<file path="config.mk">
export PLATFORM = sky130hd
export DESIGN_NAME = fbg_baud_generator
export DESIGN_NICKNAME = d
export VERILOG_FILES = /design/src/fbg_pkg.sv /design/src/fbg_baud_generator.sv
export SDC_FILE = /design/constraint.sdc
export NUM_CORES = 1
export LEC_CHECK = 0
export ABC_AREA = 1
export BUFFER_PORTS_ARGS = -buffer_cell sky130_fd_sc_hd__buf_2
export CAP_MARGIN = 20
export CORE_MARGIN = 3
export CORE_UTILIZATION = 53
export DETAILED_ROUTE_END_ITERATION = 8
export PLACE_DENSITY_LB_ADDON = 0.1
export SLEW_MARGIN = 20
export SYNTH_ARGS = -nofsm -noshare
export SYNTH_HDL_FRONTEND = slang
export SYNTH_SLANG_ARGS = --single-unit
</file>
<file path="constraint.sdc">
create_clock -name clk_i -period 2.6 [get_ports clk_i]
set_input_delay 0.13 -clock clk_i [delete_from_list [all_inputs] [get_ports clk_i]]
set_output_delay 0.13 -clock clk_i [all_outputs]
set_load 0.005 [all_outputs]
</file>
<file path="src/fbg_pkg.sv">
// Constants, types and register selects for the fractional baud rate generator
// Functional notes
// Each channel owns one generator, clocked by the shared oscillator clock.
// Prescaler divides input clock by 1 or by 4, chosen by modem control bit 7.
// Divisor runs from 1 to 65536 minus 1/16 in steps of 1/16.
// One sampling tick times both transmit shifting and receive sampling.
// Reset gives divisor one: low byte 0x01, high byte and fraction 0x00.
// Software must program the divisor before use; reset rate is unusable.
// Two integer bytes form the whole part, fraction register the sub-integer part.
// Only fraction bits 3:0 exist; code 0 adds nothing, code 15 adds 15/16.
// Mode bytes 00/00 give 16x, FF/00 8x, 00/FF 4x; FF/FF is reserved.
// 8x mode with an odd fraction shows bit-time jitter of 1/16; accepted.
// One bit period spans 16, 8 or 4 sampling ticks per mode.
// Integer divisor equals high byte times 256 plus low byte.
// Fraction stretches that many periods per sixteen by one prescaled clock.
package fbg_pkg;

  localparam int INT_W = 16;
  localparam int FRAC_W = 4;

  // Register selects on the channel register port
  localparam logic [2:0] SEL_DIV_LOW = 3'h0;
  localparam logic [2:0] SEL_DIV_HIGH = 3'h1;
  localparam logic [2:0] SEL_DIV_FRAC = 3'h2;
  localparam logic [2:0] SEL_EIGHT_X = 3'h3;
  localparam logic [2:0] SEL_FOUR_X = 3'h4;
  localparam logic [2:0] SEL_MODEM_CTRL = 3'h5;

  // Reset values
  localparam logic [7:0] RST_DIV_LOW = 8'h01;
  localparam logic [7:0] RST_DIV_HIGH = 8'h00;
  localparam logic [3:0] RST_DIV_FRAC = 4'h0;
  localparam logic [7:0] RST_MODE_SEL = 8'h00;
  localparam logic [7:0] RST_MODEM_CTRL = 8'h00;

  // Field positions and codes
  localparam int PRESC_BIT = 7;
  localparam logic [1:0] PRESC_LAST = 2'h3;
  localparam logic [7:0] MODE_SEL_ON = 8'hFF;
  localparam logic [7:0] MODE_SEL_OFF = 8'h00;
  localparam logic [3:0] LAST_16X = 4'hF;
  localparam logic [3:0] LAST_8X = 4'h7;
  localparam logic [3:0] LAST_4X = 4'h3;

  typedef enum logic [1:0] {
    FBG_SAMPLE_16X,
    FBG_SAMPLE_8X,
    FBG_SAMPLE_4X
  } fbg_mode_type;

  typedef struct packed {
    logic [INT_W-1:0] int_div;
    logic [FRAC_W-1:0] frac;
    logic presc_div4;
    fbg_mode_type mode;
  } fbg_cfg_type;

endpackage : fbg_pkg

</file>
<file path="src/fbg_baud_generator.sv">
// Per-channel fractional baud rate generator with prescaler and sampling mode select
`timescale 1ns/1ns
module fbg_baud_generator
  import fbg_pkg::*;
(
  input wire logic clk_i,
  input wire logic rst_n_i,
  input wire logic [2:0] reg_sel_i,
  input wire logic reg_wr_i,
  input wire logic reg_rd_i,
  input wire logic [7:0] reg_wdata_i,
  output logic [7:0] reg_rdata_o,
  output logic sample_tick_o,
  output logic bit_tick_o,
  output fbg_cfg_type cfg_o
);

  // Register file
  logic [7:0] div_low, next_div_low;
  logic [7:0] div_high, next_div_high;
  logic [3:0] div_frac, next_div_frac;
  logic [7:0] eight_x, next_eight_x;
  logic [7:0] four_x, next_four_x;
  logic [7:0] modem_ctrl, next_modem_ctrl;
  logic [7:0] rdata, next_rdata;

  // Divider state
  logic [1:0] presc_cnt, next_presc_cnt;
  logic [INT_W:0] div_cnt, next_div_cnt;
  logic [FRAC_W-1:0] frac_acc, next_frac_acc;
  logic [3:0] samp_cnt, next_samp_cnt;
  logic sample_tick, next_sample_tick;
  logic bit_tick, next_bit_tick;

  logic [INT_W-1:0] int_div;
  logic [INT_W-1:0] int_eff;
  logic [FRAC_W-1:0] frac_sum;
  logic stretch;
  logic pre_tick;
  logic period_end;
  logic div_write;
  logic [3:0] samp_last;
  fbg_mode_type mode;

  // Integer part from both bytes; zero is held at one so the divider never stalls
  assign int_div = {div_high, div_low};
  assign int_eff = (int_div == 16'h0000) ? 16'h0001 : int_div;
  // Accumulator carry picks which periods get one extra prescaled clock
  assign {stretch, frac_sum} = {1'b0, frac_acc} + {1'b0, div_frac};
  // Prescaled clock enable, every cycle or every fourth
  assign pre_tick = !modem_ctrl[PRESC_BIT] || (presc_cnt == PRESC_LAST);
  assign period_end = pre_tick &&
    (div_cnt == ({1'b0, int_eff} - 17'h00001 + {16'h0000, stretch}));
  assign div_write = reg_wr_i &&
    (reg_sel_i == SEL_DIV_LOW || reg_sel_i == SEL_DIV_HIGH || reg_sel_i == SEL_DIV_FRAC);

  // Sampling mode decode; the reserved code falls back to 16x
  always_comb begin
    mode = FBG_SAMPLE_16X;
    samp_last = LAST_16X;
    if (eight_x == MODE_SEL_ON && four_x == MODE_SEL_OFF) begin
      mode = FBG_SAMPLE_8X;
      samp_last = LAST_8X;
    end else if (eight_x == MODE_SEL_OFF && four_x == MODE_SEL_ON) begin
      mode = FBG_SAMPLE_4X;
      samp_last = LAST_4X;
    end
  end

  // Register writes and registered read data
  always_comb begin
    next_div_low = div_low;
    next_div_high = div_high;
    next_div_frac = div_frac;
    next_eight_x = eight_x;
    next_four_x = four_x;
    next_modem_ctrl = modem_ctrl;
    next_rdata = rdata;
    if (reg_wr_i) begin
      if (reg_sel_i == SEL_DIV_LOW) begin
        next_div_low = reg_wdata_i;
      end else if (reg_sel_i == SEL_DIV_HIGH) begin
        next_div_high = reg_wdata_i;
      end else if (reg_sel_i == SEL_DIV_FRAC) begin
        next_div_frac = reg_wdata_i[3:0];
      end else if (reg_sel_i == SEL_EIGHT_X) begin
        next_eight_x = reg_wdata_i;
      end else if (reg_sel_i == SEL_FOUR_X) begin
        next_four_x = reg_wdata_i;
      end else if (reg_sel_i == SEL_MODEM_CTRL) begin
        next_modem_ctrl = reg_wdata_i;
      end
    end
    if (reg_rd_i) begin
      if (reg_sel_i == SEL_DIV_LOW) begin
        next_rdata = div_low;
      end else if (reg_sel_i == SEL_DIV_HIGH) begin
        next_rdata = div_high;
      end else if (reg_sel_i == SEL_DIV_FRAC) begin
        next_rdata = {4'h0, div_frac};
      end else if (reg_sel_i == SEL_EIGHT_X) begin
        next_rdata = eight_x;
      end else if (reg_sel_i == SEL_FOUR_X) begin
        next_rdata = four_x;
      end else if (reg_sel_i == SEL_MODEM_CTRL) begin
        next_rdata = modem_ctrl;
      end else begin
        next_rdata = 8'h00; // Unmapped select reads zero
      end
    end
  end

  always_ff @(posedge clk_i) begin
    if (!rst_n_i) begin
      div_low <= RST_DIV_LOW;
      div_high <= RST_DIV_HIGH;
      div_frac <= RST_DIV_FRAC;
      eight_x <= RST_MODE_SEL;
      four_x <= RST_MODE_SEL;
      modem_ctrl <= RST_MODEM_CTRL;
      rdata <= 8'h00;
    end else begin
      div_low <= next_div_low;
      div_high <= next_div_high;
      div_frac <= next_div_frac;
      eight_x <= next_eight_x;
      four_x <= next_four_x;
      modem_ctrl <= next_modem_ctrl;
      rdata <= next_rdata;
    end
  end

  // Divider next state; a divisor write restarts the period, fraction and sample counts; the prescaler count runs on
  always_comb begin
    next_presc_cnt = modem_ctrl[PRESC_BIT] ? presc_cnt + 2'h1 : 2'h0;
    next_div_cnt = div_cnt;
    next_frac_acc = frac_acc;
    next_samp_cnt = samp_cnt;
    next_sample_tick = 1'b0;
    next_bit_tick = 1'b0;
    if (div_write) begin
      next_div_cnt = 17'h00000;
      next_frac_acc = 4'h0;
      next_samp_cnt = 4'h0;
    end else if (period_end) begin
      next_div_cnt = 17'h00000;
      next_frac_acc = frac_sum;
      next_sample_tick = 1'b1;
      // Wrap with >= so a mode change mid-bit cannot run the count away
      if (samp_cnt >= samp_last) begin
        next_samp_cnt = 4'h0;
        next_bit_tick = 1'b1;
      end else begin
        next_samp_cnt = samp_cnt + 4'h1;
      end
    end else if (pre_tick) begin
      next_div_cnt = div_cnt + 17'h00001;
    end
  end

  always_ff @(posedge clk_i) begin
    if (!rst_n_i) begin
      presc_cnt <= 2'h0;
      div_cnt <= 17'h00000;
      frac_acc <= 4'h0;
      samp_cnt <= 4'h0;
      sample_tick <= 1'b0;
      bit_tick <= 1'b0;
    end else begin
      presc_cnt <= next_presc_cnt;
      div_cnt <= next_div_cnt;
      frac_acc <= next_frac_acc;
      samp_cnt <= next_samp_cnt;
      sample_tick <= next_sample_tick;
      bit_tick <= next_bit_tick;
    end
  end

  // Jitter of one sixteenth in 8x mode with odd fractions is inherent to stretching
  assign sample_tick_o = sample_tick;
  assign bit_tick_o = bit_tick;
  assign reg_rdata_o = rdata;
  assign cfg_o = '{int_div: int_div, frac: div_frac,
                   presc_div4: modem_ctrl[PRESC_BIT], mode: mode};
endmodule : fbg_baud_generator

</file>
==> flow_metrics.py, run 1 <==
metrics = {
    "synth": {
        "netlist.area_leader.share_pct": 35.81,
        "synth_cells": 645,
        "synth-async-reset-ratio_pct": 0,
        "synth_common_cells": "112 x nand2_1, 81 x dfxtp_1, 79 x inv_1",
        "ys_warn_count": 0,
        "syn_nets": 672,
        "synthTopCellsByArea": "dfxtp_1 36%, nand2_1 9.3%, a21oi_1 7.0%, inv_1 6.5%, nand3_1 6.2%",
        "ys_seq_area_share_pct": 35.81,
        "yosysMostFrequentCell": "nand2_1",
        "avgSynthCellArea_sq_um": 7.020,
        "synth-main-ff-cell": "dfxtp_1",
        "ys_seq_elements": 81,
        "synth_cell_type_count": 39,
        "synth_area_leader_cell": "dfxtp_1",
        "synth_edf_count": 0,
        "synthesis.area_sq_um": 4528,
    },
    "critical_path": {
        "cp_max_fo": 8,
        "arrival_ns": 3.30,
        "crit_path_start_kind": "flop",
        "path_class": "flop to flop",
        "end_kind": "flop",
        "worstPathRequired_ns": 2.86,
    },
    "power_and_ir_drop": {
        "powerDensity_nw_per_um2": 520.4,
        "power_mw": 3.063,
        "max-vdd-ir-drop_uv": 342.1,
        "p_leak_nw": 2.588,
    },
    "clock_network": {
        "cts_tree": "done",
        "cts-root-buf": "clkbuf_8",
        "clk_pin_slew_ns": 0.10,
        "cts_made_buffers": 9,
        "clkLatencyLatePin_ns": 0.37,
        "cts_sinks": 81,
        "clock_path_buffers": 2,
        "cts-htree-levels": 3,
    },
    "layout": {
        "nets": 779,
        "area_growth_pct": 29.98,
        "drive_gt1_share_pct": 26.55,
        "fin_util_pct": 71.27,
        "fillers": 673,
        "n_antenna_cell": 0,
        "final_cells": 862,
    },
    "floorplanning": {
        "die_y_um": 98.43,
        "io_pins": 48,
        "fp.dieW_um": 98.43,
        "core_sq_um": 8258,
        "num_rows": 33,
        "dieArea_sq_um": 9688,
        "start_util_pct": 54.83,
    },
    "placement": {
        "place_congestion": 0.9693,
        "io_buffers": 47,
        "dp_hpwl_um": 10120,
        "dp_cells": 835,
    },
    "timing": {
        "hold_viol_final": 0,
        "fmax_ghz": 0.3284,
        "fin_crit_ns": 3.045,
        "setup_ws_ns": -0.4449,
        "worst_slew_pin_slew_ns": 0.8809,
        "skew_ns": 0.01330,
        "finalCritPeriodShare_pct": 117.1,
        "report.final.slew_viol_count": 0,
        "max_slew_margin_pct": 41.21,
        "setup-violations-final": 27,
        "rsz0062_at_grt": "true",
    },
    "global_route": {
        "grt_max_degree": 24,
        "grt_use_total_pct": 29.96,
        "grt_pass1_vias": 4713,
        "grt_pass1_wl_um": 23330,
        "grt_overflow": 0,
        "antenna_found_initial": 0,
    },
    "flow_run": {
        "cap_violations": 0,
    },
    "drt": {
        "drt_iter0_drc": 345,
        "vias": 4858,
        "via_per_inst": 5.636,
        "ant_nets": 0,
        "dr.pass1.iters": 5,
        "post-route-drc-count": 0,
        "wirelength_um": 14500,
        "routedWlPerCell_um": 16.82,
    },
    "hold_path": {
        "holdCritPathClass": "primary input to flop",
    },
    "status": {
        "status": "finished, violations left",
        "violations": "negative setup slack",
    },
}
-- what timing repair did --
action,4_1_cts,5_1_grt
gates cloned,3,0
setup buffers,9,1
resized for setup,30,38
hold buffers,0,0
setup endpoints to repair,27,27
pin swaps,27,7
-- metrics by stage --
stage	instance area, sq um	setup WS (ns)	setup TNS (ns)	hold WS [ns]
6_report	5886	-0.4449	-10.90	0.07118
5_1_grt	5886	-0.5757	-14.50	0.08671
4_1_cts	5728	-0.3237	-7.790	0.05450
3_5_place_dp	5258	-0.3292	-7.509	0.4341
3_3_place_gp	5258	-0.2348	-5.103	0.4175
2_1_floorplan	4563	-0.1437	-1.596	0.2562
-- path summary, 6_finish.rpt --
check                               startpoint            to  slack, ns  cells after the start
worst min register to register    presc_cnt[0]  presc_cnt[0]       0.44                      1
worst max-delay path               div_frac[0]    div_cnt[6]      -0.44                     16
worst max register to register     div_frac[0]    div_cnt[6]      -0.44                     16
worst min-delay path            reg_wdata_i[7]    eight_x[7]       0.07                      3
-- cells by family (layout without fill, tap and decap cells) --
| kind of cell | after synthesis | in the layout | share of synthesized area, % |
|---|---|---|---|
| flops | 81 | 81 | 35.81 |
| mux | 1 | 1 | 0.2211 |
| fa+ha+maj | 12 | 12 | 3.482 |
| xor+xnor | 37 | 37 | 7.157 |
| simple gates | 288 | 291 | 29.70 |
| buf+inv | 98 | 207 | 8.593 |
| compound gates | 128 | 128 | 15.03 |
-- final cells by class --
class | count | area (sq um) | share of cell area (%)
Clock buffer | 9 | 123.9 | 2.105
Clock inverter | 7 | 92.59 | 1.573
Timing Repair Buffer | 110 | 755.7 | 12.84
Tap cell | 105 | 131.4 | 2.232
Sequential cell | 81 | 1627 | 27.64
Multi-Input combinational cell | 469 | 2851 | 48.45
Inverter | 81 | 304.0 | 5.166
-- sequential cells by signal (all words and copies together), names as in the netlist --
signal,cells
div_cnt,17
four_x,8
reg_rdata_o,8
div_low,8
div_frac,4
modem_ctrl,8
samp_cnt,4
div_high,8
sample_tick_o,1
frac_acc,4
presc_cnt,2
eight_x,8
bit_tick_o,1
-- cells in the final DEF, fill, tap and decap left out, types with 2 or more instances in the layout --
cell	n
nand2_1	101
dfxtp_1	79
inv_1	78
a21oi_1	62
buf_4	55
nor2_1	52
buf_2	47
nand3_1	45
o21ai_0	45
xor2_1	26
nand4_1	15
nor2_2	14
nor2_4	12
nand2_2	11
nand3_2	10
clkbuf_8	9
o22ai_1	8
ha_1	8
xnor2_1	7
nor4_1	6
nand2_8	6
buf_6	6
o211ai_1	5
nor3_1	4
nand3b_1	4
inv_6	4
inv_2	2
or2_2	2
o221ai_1	2
xor2_2	2
xnor2_2	2
and3_1	2
nand2_4	2
ha_4	2
buf_12	2
-- per-layer routing --
layer	GRT usage [%]	vias up	share of wire [%]
li1	-	2347	-
met1	36.59	2251	41
met2	51.43	200	49
met3	5.308	60	5.8
met4	13.66	0	4.0
met5	0	-	0
-- power by group --
part	total [mW]	switching (mW)	internal (mW)
combinational	0.727	0.439	0.289
sequential	1.31	0.0323	1.28
clock	1.02	0.551	0.472
-- worst max-delay path: stages (launching register included) --
cell and delay [ns]:
dfxtp_4 0.38, ha_4 0.14, inv_2 0.03, fa_2 0.34
o21ai_2 0.15, a21oi_2 0.06, ha_2 0.19, ha_4 0.29
xor2_2 0.20, nand3_2 0.11, nand3b_1 0.17, nor2_1 0.12
nand4_1 0.16, nor2_4 0.23, nand2_8 0.14, nand2_8 0.15
nor2_2 0.05
No activity file was read; power rests on OpenSTA's default activity.
==> run 2: changes to the inputs <==
--- a/config.mk
+++ b/config.mk
@@ -5,11 +5,10 @@
 export SDC_FILE = /design/constraint.sdc
 export NUM_CORES = 1
 export LEC_CHECK = 0
-export ABC_AREA = 1
 export BUFFER_PORTS_ARGS = -buffer_cell sky130_fd_sc_hd__buf_2
 export CAP_MARGIN = 20
 export CORE_MARGIN = 3
-export CORE_UTILIZATION = 53
+export CORE_UTILIZATION = 59
 export DETAILED_ROUTE_END_ITERATION = 8
 export PLACE_DENSITY_LB_ADDON = 0.1
 export SLEW_MARGIN = 20
==> constraint.sdc (replaced) <==
create_clock -name clk_i -period 3.35 [get_ports clk_i]
set_input_delay 0.1675 -clock clk_i [delete_from_list [all_inputs] [get_ports clk_i]]
set_output_delay 0.1675 -clock clk_i [all_outputs]
set_load 0.005 [all_outputs]
==> run 2 against run 1 <==
  * The flow still finishes with violations (negative setup slack)
  * Non-clock buffer count down 16
  * Global-route usage down 1.6 points
  * Fmax down 15%
  * Via count down 12%
  * Clock power down 19%
  * Clock skew down 0.0013 ns
  * Setup slack better by 0.21 ns
  * Combinational power down 46%
  * Critical path depth down 1
  * Synthesized cell count down 16%
  * Critical path type unchanged
  * Critical endpoint is now frac_acc[1]
==> flow_metrics.py, run 2 <==
metrics = {
    "timing": {
        "worst_slew_pin_slew_ns": 0.8093,
        "skew_ns": 0.01203,
        "tns_ns": -1.958,
        "report.final.slew_viol_count": 0,
        "hold_viol_final": 0,
        "setup-violations-final": 25,
        "rsz0062_at_grt": "true",
        "whs_ns": 0.1241,
        "finalCritPeriodShare_pct": 107.0,
        "setup_ws_ns": -0.2353,
        "fin_crit_ns": 3.585,
        "max_slew_margin_pct": 45.85,
        "fmax_ghz": 0.2789,
    },
    "floorplanning": {
        "core_sq_um": 7408,
        "die_y_um": 94.37,
        "start_util_pct": 62.19,
        "io_pins": 48,
        "dieArea_sq_um": 8905,
        "num_rows": 31,
        "fp.dieW_um": 94.37,
    },
    "drt": {
        "highest_layer": "met4",
        "vias": 4289,
        "wirelength_um": 12460,
        "drt_iter0_drc": 179,
        "post-route-drc-count": 0,
        "ant_nets": 0,
        "routedWlPerCell_um": 17.45,
        "via_per_inst": 6.007,
        "drt-met1-wl_um": 5146,
        "dr_wl_met2_um": 6049,
        "dr.pass1.iters": 5,
        "wl_met3_um": 763,
    },
    "critical_path": {
        "crit_end": "frac_acc[1]",
        "worstPathRequired_ns": 3.60,
        "r2r_end": "frac_acc[1]",
        "end_kind": "flop",
        "crit_path_start_kind": "flop",
        "path_class": "flop to flop",
        "worstReg2RegStart": "div_frac[0]",
        "rrSetupSlack_ns": -0.24,
        "cp_max_fo": 5,
        "cp-startpoint": "div_frac[0]",
        "arrival_ns": 3.84,
        "r2r_cells": 15,
    },
    "clock_network": {
        "cts_made_buffers": 9,
        "cts-htree-levels": 3,
        "cts_tree": "done",
        "hold_buffers": 0,
        "cts_sinks": 81,
        "cts-root-buf": "clkbuf_8",
        "clock_path_buffers": 2,
        "clk_pin_slew_ns": 0.09,
        "clkLatencyLatePin_ns": 0.36,
    },
    "status": {
        "status": "finished, violations left",
        "violations": "negative setup slack",
    },
    "synth": {
        "synth_cells": 540,
        "synthMuxAreaShare_pct": 6.980,
        "netlist.area_leader.share_pct": 35.20,
        "synth-adder-area-share_pct": 3.422,
        "synth-main-ff-cell": "dfxtp_1",
        "synthesis.area_sq_um": 4607,
        "ys_seq_elements": 81,
        "synth_cell_type_count": 64,
        "ys_seq_area_share_pct": 35.20,
        "avgSynthCellArea_sq_um": 8.531,
        "syn_nets": 567,
        "synth_compound_area_share_pct": 14.86,
        "synthTopCellsByArea": "dfxtp_1 35%, nand2_1 7.7%, a21boi_0 5.7%, mux2i_1 5.4%, xnor2_1 3.8%",
        "synth_top_family_by_area": "simple AND/OR/NAND/NOR gates",
        "synth_xor_xnor_area_share_pct": 7.414,
        "ys_warn_count": 0,
        "synthSimpleGateAreaFrac_pct": 27.89,
        "synth_common_cells": "94 x nand2_1, 81 x dfxtp_1, 35 x a21boi_0",
        "synth_area_leader_cell": "dfxtp_1",
        "synth-async-reset-ratio_pct": 0,
        "synth_edf_count": 0,
        "yosysMostFrequentCell": "nand2_1",
    },
    "global_route": {
        "grt_pass1_vias": 4138,
        "grt_pass1_wl_um": 19900,
        "grt_max_degree": 59,
        "antenna_found_initial": 0,
        "grt_overflow": 0,
        "grt_use_total_pct": 28.38,
    },
    "power_and_ir_drop": {
        "power_frac_comb_pct": 17.7,
        "p_clk_share_pct": 36.8,
        "p_switching_mw": 0.6101,
        "p_int_mw": 1.623,
        "max-vdd-ir-drop_uv": 306.0,
        "p_leak_nw": 2.196,
        "p_sw_share_pct": 27.32,
        "pwr-share-seq_pct": 45.5,
        "powerDensity_nw_per_um2": 407.5,
    },
    "layout": {
        "largest_register": "div_cnt",
        "final_common_cell": "nand2_1",
        "final_cell_mix": "94 x nand2_1, 79 x dfxtp_1, 47 x buf_2, 45 x buf_4, 35 x a21boi_0",
        "drive_gt1_share_pct": 24.23,
        "largest_reg_flops": 17,
        "nets": 637,
        "n_antenna_cell": 0,
        "area_growth_pct": 18.96,
    },
    "placement": {
        "dp_hpwl_um": 8878,
        "io_buffers": 47,
        "place_congestion": 0.9274,
    },
    "hold_path": {
        "holdCritPathClass": "primary input to flop",
    },
    "flow_run": {
        "cap_violations": 0,
    },
}
[run 2: power by group through the flow]
| stage | combinational [mW] | clock, mW | sequential (mW) |
|---|---|---|---|
| 2_1_floorplan | 0.233 | 0 | 1.04 |
| 3_3_place_gp | 0.351 | 0 | 1.04 |
| 3_5_place_dp | 0.360 | 0 | 1.04 |
| 4_1_cts | 0.381 | 0.830 | 1.02 |
| 5_1_grt | 0.426 | 0.864 | 1.02 |
| 6_report | 0.395 | 0.823 | 1.02 |
[run 2: logic make-up (layout without fill, tap and decap cells)]
group / count (synthesis) / after routing
muxes: 31 / 31
DFF: 81 / 81
AOI/OAI and AO/OA: 94 / 94
adders and majority gates: 12 / 12
and+or+nand+nor: 241 / 241
buffers and inverters: 42 / 117
xor gates and xnor gates: 39 / 39
[run 2: through the flow]
step	instance area (sq um)	util [%]	setup slack (ns)	total power, mW	instances
floorplan	4654	-	-0.1714	1.270	540
global placement	5157	69.62	-0.2477	1.388	691
detailed placement	5157	69.62	-0.3426	1.398	691
CTS	5443	73.47	-0.1652	2.226	711
global route	5480	73.97	-0.3592	2.311	714
finish	5480	73.97	-0.2353	2.233	714
[run 2: worst min path at each step]
stage	to	from	slack, ns	depth (start not counted)
finish	eight_x[5]	reg_wdata_i[5]	0.12	3
global route	eight_x[5]	reg_wdata_i[5]	0.13	3
CTS	eight_x[5]	reg_wdata_i[5]	0.11	3
detailed placement	presc_cnt[0]	presc_cnt[0]	0.44	1
global placement	presc_cnt[0]	presc_cnt[0]	0.40	1
floorplan	div_low[0]	reg_wdata_i[0]	0.29	2
[run 2: final cells by class]
class | instances | area, sq um
flip-flops and latches | 81 | 1627
clock inverters | 5 | 85.08
repair buffers | 94 | 604.3
inverters | 7 | 26.28
fillers | 568 | 1928
well taps | 99 | 123.9
multi-input cells | 417 | 2873
clock buffers | 11 | 141.4
[run 2: critical path, cell delays in order (launching register included)]
cell       delay (ns)
dfxtp_4          0.36
ha_4             0.16
inv_2            0.05
fa_2             0.20
inv_2            0.03
a21o_1           0.15
a21oi_2          0.16
ha_2             0.22
ha_4             0.16
nor3b_4          0.27
buf_4            0.16
o2111ai_1        0.12
o21ai_0          0.13
or4b_4           0.49
or4b_4           0.52
mux2_4           0.31
[run 2: timing repair]
action | CTS | global route
resized for setup | 8 | 3
setup endpoints to repair | 25 | 26
setup buffers | 4 | 3
pin swaps | 13 | 0
[run 2: metal layers]
metal  vias to the layer above  track usage [%]
li1                       2036                -
met1                      2034            35.17
met2                       174            48.40
met3                        45            5.418
met4                         0            11.55
met5                         -                0
==> run 3: changes to the inputs <==
--- a/config.mk
+++ b/config.mk
@@ -11,6 +11,7 @@
 export CORE_UTILIZATION = 59
 export DETAILED_ROUTE_END_ITERATION = 8
 export PLACE_DENSITY_LB_ADDON = 0.1
+export SETUP_SLACK_MARGIN = 0.5
 export SLEW_MARGIN = 20
 export SYNTH_ARGS = -nofsm -noshare
 export SYNTH_HDL_FRONTEND = slang
==> constraint.sdc (replaced) <==
create_clock -name clk_i -period 3.8 [get_ports clk_i]
set_input_delay 0.19 -clock clk_i [delete_from_list [all_inputs] [get_ports clk_i]]
set_output_delay 0.19 -clock clk_i [all_outputs]
set_load 0.005 [all_outputs]
==> run 3 against run 2 <==
  * The flow now finishes without violations
  * Setup slack improved by 0.41 ns
  * Critical path depth unchanged
  * Sequential power decreased by 12%
==> flow_metrics.py, run 3 (synthesized netlist as in run 2, its figures left out) <==
metrics = {
    "layout": {
        "final_cell_mix": "94 x nand2_1, 79 x dfxtp_1, 47 x buf_2, 35 x a21boi_0",
        "largest_register": "div_cnt",
        "design_area_sq_um": 5305,
        "nets": 618,
        "n_antenna_cell": 0,
        "largest_reg_flops": 17,
        "final_common_cell": "nand2_1",
        "area_growth_pct": 15.15,
        "fillers": 601,
        "drive_gt1_share_pct": 21.98,
    },
    "power_and_ir_drop": {
        "powerDensity_nw_per_um2": 350.7,
        "max-vdd-ir-drop_uv": 202.0,
        "p_leak_nw": 2.062,
    },
    "floorplanning": {
        "num_rows": 31,
        "core_sq_um": 7408,
        "io_pins": 48,
        "fp.dieW_um": 94.37,
        "die_y_um": 94.37,
        "start_util_pct": 62.19,
        "dieArea_sq_um": 8905,
    },
    "clock_network": {
        "cts-root-buf": "clkbuf_8",
        "cts-htree-levels": 3,
        "cts_tree": "done",
        "cts_made_buffers": 9,
        "clk_pin_slew_ns": 0.09,
        "cts_sinks": 81,
        "clock_path_buffers": 2,
        "clkLatencyLatePin_ns": 0.35,
    },
    "placement": {
        "place_congestion": 0.8860,
        "placed_area_sq_um": 4980,
        "dp_hpwl_um": 8612,
        "io_buffers": 47,
    },
    "critical_path": {
        "crit_path_start_kind": "flop",
        "cp_max_fo": 5,
        "worstPathRequired_ns": 4.05,
        "path_class": "flop to flop",
        "arrival_ns": 3.87,
        "end_kind": "flop",
    },
    "drt": {
        "post-route-drc-count": 0,
        "routedWlPerCell_um": 17.67,
        "via_per_inst": 5.984,
        "dr.pass1.iters": 5,
        "drt_iter0_drc": 190,
        "vias": 4159,
        "ant_nets": 0,
        "wirelength_um": 12280,
    },
    "timing": {
        "worst_slew_pin_slew_ns": 0.8536,
        "whs_ns": 0.1571,
        "tns_ns": 0,
        "fmax_ghz": 0.2759,
        "skew_ns": 0.007168,
        "report.final.slew_viol_count": 0,
        "hold_viol_final": 0,
        "setup-violations-final": 0,
        "fin_crit_ns": 3.625,
        "rsz0062_at_grt": "true",
        "finalCritPeriodShare_pct": 95.39,
        "max_slew_margin_pct": 43.09,
    },
    "status": {
        "status": "complete, no violations",
    },
    "global_route": {
        "antenna_found_initial": 0,
        "grt_pass1_wl_um": 19410,
        "grt_overflow": 0,
        "grt_use_total_pct": 27.94,
        "grt_max_degree": 59,
        "grt_pass1_vias": 3864,
    },
    "flow_run": {
        "cap_violations": 0,
    },
    "hold_path": {
        "holdCritPathClass": "primary input to flop",
    },
}
-- run 3: cell count changes in the layout (fill, tap and decap cells not counted), sizes merged --
cell    delta
buf       -21
clkinv     +1
and4b      +2
inv        +1
bufinv     -2
-- run 3: final cells by class --
class / instances / area, sq um / area share (%)
repair buffers: 73 / 434.2 / 8.184
well taps: 99 / 123.9 / 2.335
inverters: 7 / 26.28 / 0.4953
flip-flops and latches: 81 / 1627 / 30.66
clock buffers: 11 / 151.4 / 2.854
multi-input cells: 419 / 2898 / 54.62
clock inverters: 5 / 45.04 / 0.8491
-- run 3: per-layer routing --
layer / routed length (um) / track usage, % / vias up
li1: - / - / 2011
met3: 841 / 5.737 / 20
met2: 6077 / 47.75 / 167
met1: 5153 / 35.23 / 1961
met5: 0 / 0 / -
met4: 206 / 9.146 / 0
-- run 3: what timing repair did --
action / 4_1_cts / 5_1_grt
cloned: 0 / 2
pin swaps: 11 / 4
hold buffers: 0 / 0
resized for setup: 5 / 8
buffers inserted: 6 / 2
endpoints found under the setup margin: 27 / 27
-- run 3: where the power goes --
| group | total, mW | switching, mW | internal [mW] |
|---|---|---|---|
| logic | 0.336 | 0.183 | 0.153 |
| registers | 0.897 | 0.0231 | 0.874 |
| clock network | 0.627 | 0.343 | 0.284 |
-- run 3: worst paths after layout --
kind	start	end	cells after the start	slack, ns
max reg2reg	div_frac[0]	frac_acc[1]	15	0.18
min reg2reg	presc_cnt[0]	presc_cnt[0]	1	0.42
max	div_frac[0]	frac_acc[1]	15	0.18
min	reg_wdata_i[5]	eight_x[5]	3	0.16
-- run 3: worst max-delay path: stages (launching register included) --
cell and delay, ns:
dfxtp_4 0.36, ha_4 0.15, inv_2 0.05, fa_2 0.21, inv_2 0.03, a21o_1 0.15
a21oi_2 0.17, ha_2 0.23, ha_4 0.15, nor3b_4 0.27, buf_4 0.17, nand3_2 0.08
xnor2_1 0.16, or4b_4 0.49, or4b_4 0.53, mux2_4 0.31
-- run 3: per-stage QoR --
step                      power, mW  std cells  util (%)  worst slack [ns]
after floorplan               1.120        540         -            0.2786
after global placement        1.190        669     67.22            0.1590
after detailed placement      1.196        669     67.22           0.02094
after CTS                     1.830        691     70.71            0.2311
after global routing          1.935        695     71.61           0.08756
final                         1.861        695     71.61            0.1751
